## src/hw/cfid_pkg.sv

```systemverilog
// Package with the feature identification register map, field layouts and values
package cfid_pkg;

    // Word byte offsets on the register bus: each 64-bit register takes two words
    localparam logic [7:0] OFS_INSTR_ATTR_ZERO_LO = 8'h00;
    localparam logic [7:0] OFS_INSTR_ATTR_ZERO_HI = 8'h04;
    localparam logic [7:0] OFS_INSTR_ATTR_ONE_LO  = 8'h08;
    localparam logic [7:0] OFS_INSTR_ATTR_ONE_HI  = 8'h0C;
    localparam logic [7:0] OFS_MEM_MODEL_ZERO_LO  = 8'h10;
    localparam logic [7:0] OFS_MEM_MODEL_ZERO_HI  = 8'h14;
    localparam logic [7:0] OFS_MEM_MODEL_ONE_LO   = 8'h18;
    localparam logic [7:0] OFS_MEM_MODEL_ONE_HI   = 8'h1C;
    localparam logic [7:0] OFS_MEM_MODEL_TWO_LO   = 8'h20;
    localparam logic [7:0] OFS_MEM_MODEL_TWO_HI   = 8'h24;
    localparam logic [7:0] OFS_DEBUG_FEAT_ZERO_LO = 8'h28;
    localparam logic [7:0] OFS_DEBUG_FEAT_ZERO_HI = 8'h2C;

    // Bus geometry
    localparam int ADDR_W = 8;
    localparam int DATA_W = 32;
    localparam int REG_W  = 64;

    // Answer for an unmapped read
    localparam logic [31:0] UNMAPPED_RD = 32'h0000_0000;

    // Field low bit positions (every field is four bits wide)
    localparam int FLD_W       = 4;
    localparam int POS_DOT     = 44;
    localparam int POS_RDM     = 28;
    localparam int POS_ATOMIC  = 20;
    localparam int POS_CRC     = 16;
    localparam int POS_SHA2    = 12;
    localparam int POS_SHA1    = 8;
    localparam int POS_AES     = 4;
    localparam int POS_WACQ    = 20;
    localparam int POS_PCLEAN  = 0;
    localparam int POS_GR_SM   = 28;
    localparam int POS_GR_LG   = 24;
    localparam int POS_GR_MD   = 20;
    localparam int POS_UMIXE   = 16;
    localparam int POS_SECSPL  = 12;
    localparam int POS_MIXE    = 8;
    localparam int POS_ASIDW   = 4;
    localparam int POS_PHYS    = 0;
    localparam int POS_S2XN    = 28;
    localparam int POS_SPECER  = 24;
    localparam int POS_PNEVER  = 20;
    localparam int POS_LOREG   = 16;
    localparam int POS_HPD     = 12;
    localparam int POS_HVIRT   = 8;
    localparam int POS_VMIDW   = 4;
    localparam int POS_HWFLAG  = 0;
    localparam int POS_VRANGE  = 16;
    localparam int POS_IBAR    = 12;
    localparam int POS_MLORD   = 8;
    localparam int POS_UOVR    = 4;
    localparam int POS_SHTAB   = 0;
    localparam int POS_DBGVER  = 0;

    // Field values
    localparam logic [3:0] V_DOT     = 4'h1;
    localparam logic [3:0] V_RDM     = 4'h1;
    localparam logic [3:0] V_ATOMIC  = 4'h2;
    localparam logic [3:0] V_CRC     = 4'h1;
    localparam logic [3:0] V_SHA2_C  = 4'h1;
    localparam logic [3:0] V_SHA1_C  = 4'h1;
    localparam logic [3:0] V_AES_C   = 4'h2;
    localparam logic [3:0] V_NONE    = 4'h0;
    localparam logic [3:0] V_WACQ    = 4'h1;
    localparam logic [3:0] V_PCLEAN  = 4'h1;
    localparam logic [3:0] V_GR_SM   = 4'h0;
    localparam logic [3:0] V_GR_LG   = 4'h0;
    localparam logic [3:0] V_GR_MD   = 4'h1;
    localparam logic [3:0] V_UMIXE   = 4'h0;
    localparam logic [3:0] V_SECSPL  = 4'h1;
    localparam logic [3:0] V_MIXE    = 4'h1;
    localparam logic [3:0] V_ASIDW   = 4'h2;
    localparam logic [3:0] V_PHYS    = 4'h2;
    localparam logic [3:0] V_S2XN    = 4'h1;
    localparam logic [3:0] V_SPECER  = 4'h0;
    localparam logic [3:0] V_PNEVER  = 4'h2;
    localparam logic [3:0] V_LOREG   = 4'h1;
    localparam logic [3:0] V_HPD     = 4'h2;
    localparam logic [3:0] V_HVIRT   = 4'h1;
    localparam logic [3:0] V_VMIDW   = 4'h2;
    localparam logic [3:0] V_HWFLAG  = 4'h2;
    localparam logic [3:0] V_VRANGE  = 4'h0;
    localparam logic [3:0] V_IBAR    = 4'h1;
    localparam logic [3:0] V_MLORD   = 4'h0;
    localparam logic [3:0] V_UOVR    = 4'h1;
    localparam logic [3:0] V_SHTAB   = 4'h1;
    localparam logic [3:0] V_DBGVER  = 4'h8;

    // Bus slave states
    typedef enum logic [1:0] {
        CFID_IDLE,
        CFID_ANSWER
    } cfid_state_t;

endpackage

```

## src/hw/cfid_regs.sv

```systemverilog
// Read-only feature identification register bank behind an Avalon-MM slave
//
// The Avalon-MM interface to the registers and the register offsets were decided locally.
`timescale 1ns/1ps

module cfid_regs #(
    parameter bit CRYPTO_PRESENT = 1'b0   // Cryptographic option built in
) (
    // Clock and reset
    input  wire logic                        ref_clk,
    input  wire logic                        arst_n,
    // Avalon-MM slave
    input  wire logic [cfid_pkg::ADDR_W-1:0] avs_address,
    input  wire logic                        avs_read,
    input  wire logic                        avs_write,
    input  wire logic [cfid_pkg::DATA_W-1:0] avs_writedata,
    input  wire logic [3:0]                  avs_byteenable,
    output logic      [cfid_pkg::DATA_W-1:0] avs_readdata,
    output logic                             avs_waitrequest,
    output logic      [1:0]                  avs_response,
    // External debug view of the debug feature register
    output logic      [cfid_pkg::REG_W-1:0]  external_debug_feature_view,
    // Sticky flag: a write was attempted and discarded
    output logic                             write_ignored
);
    import cfid_pkg::*;

    // Constant register images
    logic [REG_W-1:0] instr_attr_zero;    // Instruction attribute 0
    logic [REG_W-1:0] instr_attr_one;     // Instruction attribute 1
    logic [REG_W-1:0] mem_model_zero;     // Memory model 0
    logic [REG_W-1:0] mem_model_one;      // Memory model 1
    logic [REG_W-1:0] mem_model_two;      // Memory model 2
    logic [REG_W-1:0] debug_feature_zero; // Debug feature 0 (only its low field in scope)

    // Crypto-dependent field codes
    logic [3:0] sha2_code;
    logic [3:0] sha1_code;
    logic [3:0] aes_code;

    // Bus slave state
    cfid_state_t       state_ff;
    cfid_state_t       nxt_state;
    logic [DATA_W-1:0] rdata_ff;
    logic [DATA_W-1:0] nxt_rdata;
    logic              wr_ign_ff;
    logic [DATA_W-1:0] sel_word;
    logic              hit;

    // Option-dependent codes chosen at build time
    always_comb begin
        sha2_code = CRYPTO_PRESENT ? V_SHA2_C : V_NONE;
        sha1_code = CRYPTO_PRESENT ? V_SHA1_C : V_NONE;
        aes_code  = CRYPTO_PRESENT ? V_AES_C  : V_NONE;
    end

    // Instruction attribute images; everything not set stays zero
    always_comb begin
        instr_attr_zero = '0;
        instr_attr_zero[POS_DOT+:FLD_W]    = V_DOT;
        instr_attr_zero[POS_RDM+:FLD_W]    = V_RDM;
        instr_attr_zero[POS_ATOMIC+:FLD_W] = V_ATOMIC;
        instr_attr_zero[POS_CRC+:FLD_W]    = V_CRC;
        instr_attr_zero[POS_SHA2+:FLD_W]   = sha2_code;
        instr_attr_zero[POS_SHA1+:FLD_W]   = sha1_code;
        instr_attr_zero[POS_AES+:FLD_W]    = aes_code;
        instr_attr_one = '0;
        instr_attr_one[POS_WACQ+:FLD_W]    = V_WACQ;
        instr_attr_one[POS_PCLEAN+:FLD_W]  = V_PCLEAN;
    end

    // Memory model 0 image
    always_comb begin
        mem_model_zero = '0;
        mem_model_zero[POS_GR_SM+:FLD_W]  = V_GR_SM;
        mem_model_zero[POS_GR_LG+:FLD_W]  = V_GR_LG;
        mem_model_zero[POS_GR_MD+:FLD_W]  = V_GR_MD;
        mem_model_zero[POS_UMIXE+:FLD_W]  = V_UMIXE;
        mem_model_zero[POS_SECSPL+:FLD_W] = V_SECSPL;
        mem_model_zero[POS_MIXE+:FLD_W]   = V_MIXE;
        mem_model_zero[POS_ASIDW+:FLD_W]  = V_ASIDW;
        mem_model_zero[POS_PHYS+:FLD_W]   = V_PHYS;
    end

    // Memory model 1 image
    always_comb begin
        mem_model_one = '0;
        mem_model_one[POS_S2XN+:FLD_W]   = V_S2XN;
        mem_model_one[POS_SPECER+:FLD_W] = V_SPECER;
        mem_model_one[POS_PNEVER+:FLD_W] = V_PNEVER;
        mem_model_one[POS_LOREG+:FLD_W]  = V_LOREG;
        mem_model_one[POS_HPD+:FLD_W]    = V_HPD;
        mem_model_one[POS_HVIRT+:FLD_W]  = V_HVIRT;
        mem_model_one[POS_VMIDW+:FLD_W]  = V_VMIDW;
        mem_model_one[POS_HWFLAG+:FLD_W] = V_HWFLAG;
    end

    // Memory model 2 and debug feature images
    always_comb begin
        mem_model_two = '0;
        mem_model_two[POS_VRANGE+:FLD_W] = V_VRANGE;
        mem_model_two[POS_IBAR+:FLD_W]   = V_IBAR;
        mem_model_two[POS_MLORD+:FLD_W]  = V_MLORD;
        mem_model_two[POS_UOVR+:FLD_W]   = V_UOVR;
        mem_model_two[POS_SHTAB+:FLD_W]  = V_SHTAB;
        // Other debug fields lie outside this bank and read zero here
        debug_feature_zero = '0;
        debug_feature_zero[POS_DBGVER+:FLD_W] = V_DBGVER;
    end

    // External view is the very same image, so the two can never disagree
    assign external_debug_feature_view = debug_feature_zero;

    // Word select; a miss reads zero and answers with a decode error
    always_comb begin
        hit = 1'b1;
        unique case (avs_address)
            OFS_INSTR_ATTR_ZERO_LO: sel_word = instr_attr_zero[31:0];
            OFS_INSTR_ATTR_ZERO_HI: sel_word = instr_attr_zero[63:32];
            OFS_INSTR_ATTR_ONE_LO:  sel_word = instr_attr_one[31:0];
            OFS_INSTR_ATTR_ONE_HI:  sel_word = instr_attr_one[63:32];
            OFS_MEM_MODEL_ZERO_LO:  sel_word = mem_model_zero[31:0];
            OFS_MEM_MODEL_ZERO_HI:  sel_word = mem_model_zero[63:32];
            OFS_MEM_MODEL_ONE_LO:   sel_word = mem_model_one[31:0];
            OFS_MEM_MODEL_ONE_HI:   sel_word = mem_model_one[63:32];
            OFS_MEM_MODEL_TWO_LO:   sel_word = mem_model_two[31:0];
            OFS_MEM_MODEL_TWO_HI:   sel_word = mem_model_two[63:32];
            OFS_DEBUG_FEAT_ZERO_LO: sel_word = debug_feature_zero[31:0];
            OFS_DEBUG_FEAT_ZERO_HI: sel_word = debug_feature_zero[63:32];
            default: begin
                sel_word = UNMAPPED_RD;
                hit      = 1'b0;
            end
        endcase
    end

    // Next state: every request waits one cycle, then is answered
    always_comb begin
        nxt_state = state_ff;
        nxt_rdata = rdata_ff;
        unique case (state_ff)
            CFID_IDLE: begin
                if (avs_read || avs_write) begin
                    nxt_state = CFID_ANSWER;
                    // Writes return nothing; reads register the selected word
                    nxt_rdata = avs_read ? sel_word : UNMAPPED_RD;
                end
            end
            CFID_ANSWER: begin
                nxt_state = CFID_IDLE;
            end
        endcase
    end

    // Slave state and read data flops; data is never written by the bus
    always_ff @(posedge ref_clk or negedge arst_n) begin
        if (!arst_n) begin
            state_ff <= CFID_IDLE;
            rdata_ff <= '0;
        end else begin
            state_ff <= nxt_state;
            rdata_ff <= nxt_rdata;
        end
    end

    // Writes are accepted and dropped; a sticky flag records the attempt
    always_ff @(posedge ref_clk or negedge arst_n) begin
        if (!arst_n) begin
            wr_ign_ff <= 1'b0;
        end else if (state_ff == CFID_ANSWER && avs_write) begin
            wr_ign_ff <= 1'b1;
        end
    end

    // Bus outputs; waitrequest is high only while a request is up outside the answer cycle
    assign avs_waitrequest = (avs_read || avs_write) && (state_ff != CFID_ANSWER);
    assign avs_readdata    = rdata_ff;
    assign avs_response    = (state_ff == CFID_ANSWER && !hit) ? 2'h3 : 2'h0;
    assign write_ignored   = wr_ign_ff;

    // Checks next to the logic
    property p_dbg_ver;
        @(posedge ref_clk) disable iff (!arst_n)
        external_debug_feature_view[3:0] == 4'h8 && external_debug_feature_view[63:4] == '0;
    endproperty
    a_dbg_ver: assert property (p_dbg_ver) else $error("debug version wrong");

    property p_view_same;
        @(posedge ref_clk) disable iff (!arst_n)
        external_debug_feature_view == debug_feature_zero;
    endproperty
    a_view_same: assert property (p_view_same) else $error("external view differs");

    property p_isar0;
        @(posedge ref_clk) disable iff (!arst_n)
        instr_attr_zero[47:16] == 32'h1000_1021 && instr_attr_zero[63:48] == '0;
    endproperty
    a_isar0: assert property (p_isar0) else $error("instruction attribute 0 wrong");

    property p_crypto;
        @(posedge ref_clk) disable iff (!arst_n)
        instr_attr_zero[15:0] == (CRYPTO_PRESENT ? 16'h1120 : 16'h0000);
    endproperty
    a_crypto: assert property (p_crypto) else $error("crypto fields wrong");

    property p_isar1;
        @(posedge ref_clk) disable iff (!arst_n)
        instr_attr_one == 64'h0000_0000_0010_0001;
    endproperty
    a_isar1: assert property (p_isar1) else $error("instruction attribute 1 wrong");

    property p_mm0;
        @(posedge ref_clk) disable iff (!arst_n)
        mem_model_zero == 64'h0000_0000_0010_1122;
    endproperty
    a_mm0: assert property (p_mm0) else $error("memory model 0 wrong");

    property p_mm1;
        @(posedge ref_clk) disable iff (!arst_n)
        mem_model_one == 64'h0000_0000_1021_2122;
    endproperty
    a_mm1: assert property (p_mm1) else $error("memory model 1 wrong");

    property p_mm2;
        @(posedge ref_clk) disable iff (!arst_n)
        mem_model_two == 64'h0000_0000_0000_1011;
    endproperty
    a_mm2: assert property (p_mm2) else $error("memory model 2 wrong");

    property p_read_answer;
        @(posedge ref_clk) disable iff (!arst_n)
        (avs_read && state_ff == CFID_IDLE) ##1 (avs_read && !avs_waitrequest) |->
            avs_readdata == $past(sel_word);
    endproperty
    a_read_answer: assert property (p_read_answer) else $error("read data mismatch");

    property p_ro_stable;
        @(posedge ref_clk) disable iff (!arst_n)
        avs_write |=> $stable(mem_model_one) && $stable(instr_attr_zero);
    endproperty
    a_ro_stable: assert property (p_ro_stable) else $error("write changed a register");

    // Readback checks: the word on the bus in the answer cycle, for the address the master still holds
    // These watch the read path as well as the images, so a decode slip shows up here
    property p_rd_dot;
        @(posedge ref_clk) disable iff (!arst_n)
        (state_ff == CFID_ANSWER && avs_read && avs_address == OFS_INSTR_ATTR_ZERO_HI) |->
            avs_readdata == 32'h0000_1000;
    endproperty
    a_rd_dot: assert property (p_rd_dot) else $error("dot product readback wrong");

    property p_rd_rdm;
        @(posedge ref_clk) disable iff (!arst_n)
        (state_ff == CFID_ANSWER && avs_read && avs_address == OFS_INSTR_ATTR_ZERO_LO) |->
            avs_readdata[31:24] == 8'h10;
    endproperty
    a_rd_rdm: assert property (p_rd_rdm) else $error("rounding MAC readback wrong");

    property p_rd_atomic;
        @(posedge ref_clk) disable iff (!arst_n)
        (state_ff == CFID_ANSWER && avs_read && avs_address == OFS_INSTR_ATTR_ZERO_LO) |->
            avs_readdata[23:20] == 4'h2;
    endproperty
    a_rd_atomic: assert property (p_rd_atomic) else $error("atomic readback wrong");

    property p_rd_crc;
        @(posedge ref_clk) disable iff (!arst_n)
        (state_ff == CFID_ANSWER && avs_read && avs_address == OFS_INSTR_ATTR_ZERO_LO) |->
            avs_readdata[19:16] == 4'h1;
    endproperty
    a_rd_crc: assert property (p_rd_crc) else $error("checksum readback wrong");

    property p_rd_crypto;
        @(posedge ref_clk) disable iff (!arst_n)
        (state_ff == CFID_ANSWER && avs_read && avs_address == OFS_INSTR_ATTR_ZERO_LO) |->
            avs_readdata[15:0] == (CRYPTO_PRESENT ? 16'h1120 : 16'h0000);
    endproperty
    a_rd_crypto: assert property (p_rd_crypto) else $error("crypto readback wrong");

    property p_rd_isar1;
        @(posedge ref_clk) disable iff (!arst_n)
        (state_ff == CFID_ANSWER && avs_read && avs_address == OFS_INSTR_ATTR_ONE_LO) |->
            avs_readdata == 32'h0010_0001;
    endproperty
    a_rd_isar1: assert property (p_rd_isar1) else $error("attribute 1 readback wrong");

    property p_rd_mm0_endian;
        @(posedge ref_clk) disable iff (!arst_n)
        (state_ff == CFID_ANSWER && avs_read && avs_address == OFS_MEM_MODEL_ZERO_LO) |->
            avs_readdata[19:8] == 12'h011;
    endproperty
    a_rd_mm0_endian: assert property (p_rd_mm0_endian) else $error("endian readback wrong");

    property p_rd_mm0_ids;
        @(posedge ref_clk) disable iff (!arst_n)
        (state_ff == CFID_ANSWER && avs_read && avs_address == OFS_MEM_MODEL_ZERO_LO) |->
            avs_readdata[7:0] == 8'h22;
    endproperty
    a_rd_mm0_ids: assert property (p_rd_mm0_ids) else $error("id width readback wrong");

    property p_rd_mm1_pan;
        @(posedge ref_clk) disable iff (!arst_n)
        (state_ff == CFID_ANSWER && avs_read && avs_address == OFS_MEM_MODEL_ONE_LO) |->
            avs_readdata[23:16] == 8'h21;
    endproperty
    a_rd_mm1_pan: assert property (p_rd_mm1_pan) else $error("privileged never readback wrong");

    property p_rd_mm1_low;
        @(posedge ref_clk) disable iff (!arst_n)
        (state_ff == CFID_ANSWER && avs_read && avs_address == OFS_MEM_MODEL_ONE_LO) |->
            avs_readdata[15:0] == 16'h2122;
    endproperty
    a_rd_mm1_low: assert property (p_rd_mm1_low) else $error("memory model 1 low readback wrong");

    property p_rd_mm2;
        @(posedge ref_clk) disable iff (!arst_n)
        (state_ff == CFID_ANSWER && avs_read && avs_address == OFS_MEM_MODEL_TWO_LO) |->
            avs_readdata[11:0] == 12'h011;
    endproperty
    a_rd_mm2: assert property (p_rd_mm2) else $error("memory model 2 readback wrong");

    property p_rd_hi_zero;
        @(posedge ref_clk) disable iff (!arst_n)
        (state_ff == CFID_ANSWER && avs_read && avs_address[2] && avs_address != OFS_INSTR_ATTR_ZERO_HI) |->
            avs_readdata == 32'h0000_0000;
    endproperty
    a_rd_hi_zero: assert property (p_rd_hi_zero) else $error("reserved upper word not zero");

    property p_wr_flag;
        @(posedge ref_clk) disable iff (!arst_n)
        (state_ff == CFID_ANSWER && avs_write) |=>
            write_ignored;
    endproperty
    a_wr_flag: assert property (p_wr_flag) else $error("dropped write not flagged");

endmodule

```

## config.mk

```make
export PLATFORM = sky130hd
export DESIGN_NAME = cfid_regs
export DESIGN_NICKNAME = d
export VERILOG_FILES = /design/src/hw/cfid_pkg.sv /design/src/hw/cfid_regs.sv
export SDC_FILE = /design/constraint.sdc
export NUM_CORES = 1
export LEC_CHECK = 0
export ABC_AREA = 0
export BUFFER_PORTS_ARGS = -buffer_cell sky130_fd_sc_hd__buf_4
export CAP_MARGIN = 10
export CELL_PAD_IN_SITES_DETAIL_PLACEMENT = 1
export CELL_PAD_IN_SITES_GLOBAL_PLACEMENT = 1
export CORE_MARGIN = 4
export CORE_UTILIZATION = 21
export CTS_CLUSTER_DIAMETER = 60
export DETAILED_ROUTE_END_ITERATION = 10
export PLACE_DENSITY = 0.93
export SLEW_MARGIN = 20
export SYNTH_ARGS = -nofsm -noshare
export SYNTH_HDL_FRONTEND = slang
export SYNTH_SLANG_ARGS = --single-unit
```

## constraint.sdc

```tcl
create_clock -name ref_clk -period 2.4 [get_ports ref_clk]
set_input_delay 0.12 -clock ref_clk [delete_from_list [all_inputs] [get_ports ref_clk]]
set_output_delay 0.12 -clock ref_clk [all_outputs]
set_load 0.05 [all_outputs]
```

### Word level (Yosys, flattened, before mapping)

Cells that the tools add are included.

| word-level totals | value |
|---|---|
| bits in registers | 35 |
| output and inout port bits | 100 |
| word-level logic and storage cells | 32 |

| operators by class | value |
|---|---|
| equal/unequal tests | 14 |
| multiplexer cells | 6 |
| reductions and logical operators | 9 |

Operator list:

| cell | count |
|---|---|
| $pmux 29 s7 | 1 |
| $eq 8x5->1 const B | 4 |
| $eq 8x6->1 const B | 4 |
| $mux 32 | 1 |
| $eq 8x4->1 const B | 2 |
| $reduce_or 12->1 | 1 |
| $eq 8x3->1 const B | 1 |
| $logic_not 8->1 | 1 |
| $mux 2 | 2 |
| $pmux 2 s2 | 1 |
| $logic_and 1x1->1 | 3 |
| $eq 2x1->1 const B | 1 |
| $logic_not 2->1 | 1 |
| $ne 2x1->1 const B | 1 |
| $ne 2x2->1 const B | 1 |
| $reduce_and 2->1 | 1 |
| $logic_not 1->1 | 1 |
| $logic_or 1x1->1 | 1 |
| $mux 1 | 1 |

### Depth between registers and ports, before layout

| logic depth | value |
|---|---|
| depth after elaboration | 6 |
| mapped depth | 4 |
| mapped depth without buffers | 3 |

### Least setup slack after synthesis

No wires, ideal clock.

| path | value |
|---|---|
| path kind | register to output |
| start | reg state_ff[0] |
| end | out avs_response[1] |
| arrival | 1.986 ns |
| path slack | 0.294 ns |
| stages on the path, launching flop included | 3 |
| buffers on the path | 1 |
| path through | dfrtp_1 > a21boi_0 > buf_4 |

| on the way | value |
|---|---|
| longest elaborated chain between the ends | 3 |

RTL lines:

| item | line | source |
|---|---|---|
| from (decl) | cfid_regs.sv:42 | `cfid_state_t state_ff;` |
| from (signal assigned) | cfid_regs.sv:161 | `state_ff <= nxt_state;` |
| $eq 2x1->1 | cfid_regs.sv:178 | `assign avs_response = (state_ff == CFID_ANSWER && !hit) ? 2'h3 : 2'h0;` |
| $logic_and 1x1->1 | cfid_regs.sv:178 |  |
| $mux 2 | cfid_regs.sv:178 |  |
| to (decl) | cfid_regs.sv:20 | `output logic [1:0] avs_response,` |

Every way passes these cells.

### Worst setup path in the final report

| path | value |
|---|---|
| start | reg state_ff[0] |
| end | out avs_waitrequest |

| on the way | value |
|---|---|
| longest elaborated chain between the ends | 2 |

RTL lines:

| item | line | source |
|---|---|---|
| $ne 2x1->1 | cfid_regs.sv:176 | `assign avs_waitrequest = (avs_read \|\| avs_write) && (state_ff != CFID_ANSWER);` |
| $logic_and 1x1->1 | cfid_regs.sv:176 |  |
| to (decl) | cfid_regs.sv:19 | `output logic avs_waitrequest,` |

Every way passes these cells.

==> flow_summary.json <==
{
  "status": "finished, final reports clean",
  "drive_gt1_share_pct": 21.0,
  "ctsResizeCount": 0,
  "vias": 676,
  "post_cts_buffers": 0,
  "critPathArrivalTime_ps": 1340,
  "antenna_found_initial": 0,
  "diodes": 0,
  "fp-row-count": 26,
  "synth_top_area_cell": "buf_4",
  "comb_power_share_pct": 52.0,
  "first_global_vias": 628,
  "worstMarginPinSlew_ps": 723,
  "synthArstFlopShare_pct": 100,
  "clockBufferDepth": 2,
  "finalHoldViolCount": 0,
  "seq_area_frac_synth_pct": 21.6,
  "crit_family": "flip-flops",
  "fmax_mhz": 686,
  "h-tree-depth": 1,
  "fillCellCount": 653,
  "areaGrowthSynthToFinish_pct": -2.06,
  "synthTopCellsByArea": "buf_4 (58%), dfrtp_1 (22%), nand2_1 (2.3%), nor4_4 (1.8%), o21ai_0 (1.7%)",
  "syn_area_per_cell_um2": 8.63,
  "synth_top_flop_cell": "dfrtp_1",
  "wl_met1_um": 691,
  "first_pass_iters": 2,
  "r2r-start": "state_ff[0]",
  "grt_pass1_wl_um": 2860,
  "worstRegToRegCells": 2,
  "grt_util_all_layers_pct": 5.54,
  "min_period_ps": 1460,
  "clk_latency_ps": 240,
  "cp-end-kind": "output pin",
  "wl_per_cell_um": 9.71,
  "drcViolationCount": 0,
  "switching_share_pct": 56.9,
  "final_cell_mix": "conb_1 (84), buf_4 (27), dfrtp_1 (10)",
  "nets": 207,
  "rrSetupSlack_ps": 1180,
  "synth_edf_count": 0,
  "vdd_ir_drop_max_v": 0.000119,
  "fin_crit_sh_pct": 60.8,
  "route.met2.wl_um": 1170,
  "critPathLaunch": "state_ff[0]",
  "fin_setup_tns_ps": 0,
  "antenna_left": 0,
  "core_mm2": 0.00520,
  "r2r_end": "avs_readdata[20]",
  "switchingPower_mw": 0.414,
  "dr.max_layer_used": "met4",
  "cts.sinks": 10,
  "hold_start": "avs_write",
  "worstPathCellList": "o21bai_1 -> inv_1 -> buf_4",
  "cts_inserted_buffers": 3,
  "fp.dieW_um": 82.2,
  "multi_input_area_um2": 529,
  "criticalPathCategory": "flip-flop to output pin",
  "relSlewSlack_pct": 51.7,
  "crit_slowest_cell": "dfrtp_1",
  "synthCells": 134,
  "total_power_mw": 0.727,
  "fp.dieH_um": 82.2,
  "dp_hpwl_um": 1940,
  "drtIter0Drc": 24,
  "leakagePower_nw": 0.648,
  "wl_met3_um": 307,
  "start_util_pct": 22.2,
  "cap_violations": 0,
  "synth.distinct_cells": 23,
  "gp_congestion": 0.744,
  "overflow": 0,
  "setup_viol_count_final": 0,
  "maxSlewViolCount": 0,
  "ys_warn_count": 0,
  "critPathMaxStageDelay_ps": 420,
  "ys_ff_latch": 10,
  "seq_area_um2": 250,
  "crit_fanout": 10,
  "synth.top_cell.area_share_pct": 57.8,
  "io_buffer_count": 27,
  "worstPathRequired_ps": 2280,
  "seqPwrFrac_pct": 24.1,
  "whs_path_depth": 2,
  "die_area_mm2": 0.00676,
  "netlist_area_mm2": 0.00116,
  "p_clk_share_pct": 23.9,
  "io_pins": 148,
  "cts_root_buf": "clkbuf_8",
  "fin_skew_ps": 6.61,
  "min_path_type": "primary input to flip-flop",
  "clk_pin_slew_ps": 50,
  "power_density_mw_per_mm2": 642,
  "cts_tree": "done",
  "critPathBufInv": 2,
  "rsz0062_at_grt": "no",
  "routed_wl_um": 2210,
  "cp-start-kind": "flip-flop",
  "grt_max_degree": 11,
  "min_to": "write_ignored",
  "internal_power_mw": 0.313,
  "final_common_cell": "conb_1",
  "viasPerCell": 2.98
}
[cell usage after synthesis, drive strengths merged, types with 2 or more instances]
| cell | count |
|---|---|
| conb | 2 |
| dfrtp | 10 |
| a22o | 2 |
| buf | 90 |
| xor2 | 2 |
| o21ai | 5 |
| inv | 3 |
| nand2 | 7 |
[cell type report]
cell class | instances | share of cell area [%]
clock buffers | 3 | 3.65
well taps | 70 | 7.73
repair buffers | 28 | 18.8
multi-input cells | 113 | 46.7
flip-flops and latches | 10 | 22.1
inverters | 3 | 0.994
[cells by family (layout without fill, tap and decap cells)]
kind of cell | count (synthesis) | after routing | synth area share (%)
other cells | 2 | 84 | 0.650
xor+xnor | 3 | 3 | 2.27
compound gates | 13 | 13 | 8.55
simple gates | 13 | 13 | 7.68
buf+inv | 93 | 34 | 59.2
flops | 10 | 10 | 21.6
[timing repair]
item / CTS / global route
endpoints found under the hold margin: 10 / 0
endpoints found under the setup margin: 0 / 0
hold buffers: 1 / 0
[metal layers]
layer | up-vias | global-route usage [%]
met5 | - | 0
met4 | 0 | 2.99
met3 | 4 | 1.30
met2 | 62 | 10.0
met1 | 311 | 5.88
li1 | 299 | -
[sequential cells by signal, summed over array words and instances (netlist names)]
name / cells
state_ff: 1
write_ignored: 1
avs_readdata: 8
[power groups by stage]
stage / Clock, mW / Sequential [mW] / Combinational (mW)
after floorplan: 0 / 0.180 / 0.440
after global placement: 0 / 0.178 / 0.369
after detailed placement: 0 / 0.178 / 0.372
after CTS: 0.181 / 0.175 / 0.374
after global routing: 0.190 / 0.176 / 0.394
final: 0.174 / 0.175 / 0.378
[stage by stage]
step	utilization (%)	setup WS (ps)	instance area, um2	hold WS, ps	instances
3_5_place_dp	20.8	1110	1080	-39.3	223
5_1_grt	21.8	842	1130	95.6	227
4_1_cts	21.8	921	1130	95.5	227
3_3_place_gp	20.8	1160	1080	-48.4	223
2_1_floorplan	-	294	1460	-176	216
6_report	21.8	942	1130	96.8	227
[worst max path at each step]
| stage | depth (start not counted) | slack, ps | endpoint |
|---|---|---|---|
| CTS | 3 | 920 | avs_waitrequest |
| detailed placement | 4 | 1110 | avs_waitrequest |
| global placement | 4 | 1160 | avs_waitrequest |
| global route | 3 | 840 | avs_waitrequest |
| floorplan | 2 | 290 | avs_response[1] |
| finish | 3 | 940 | avs_waitrequest |
Note: power is estimated with default switching activity, not from simulation.
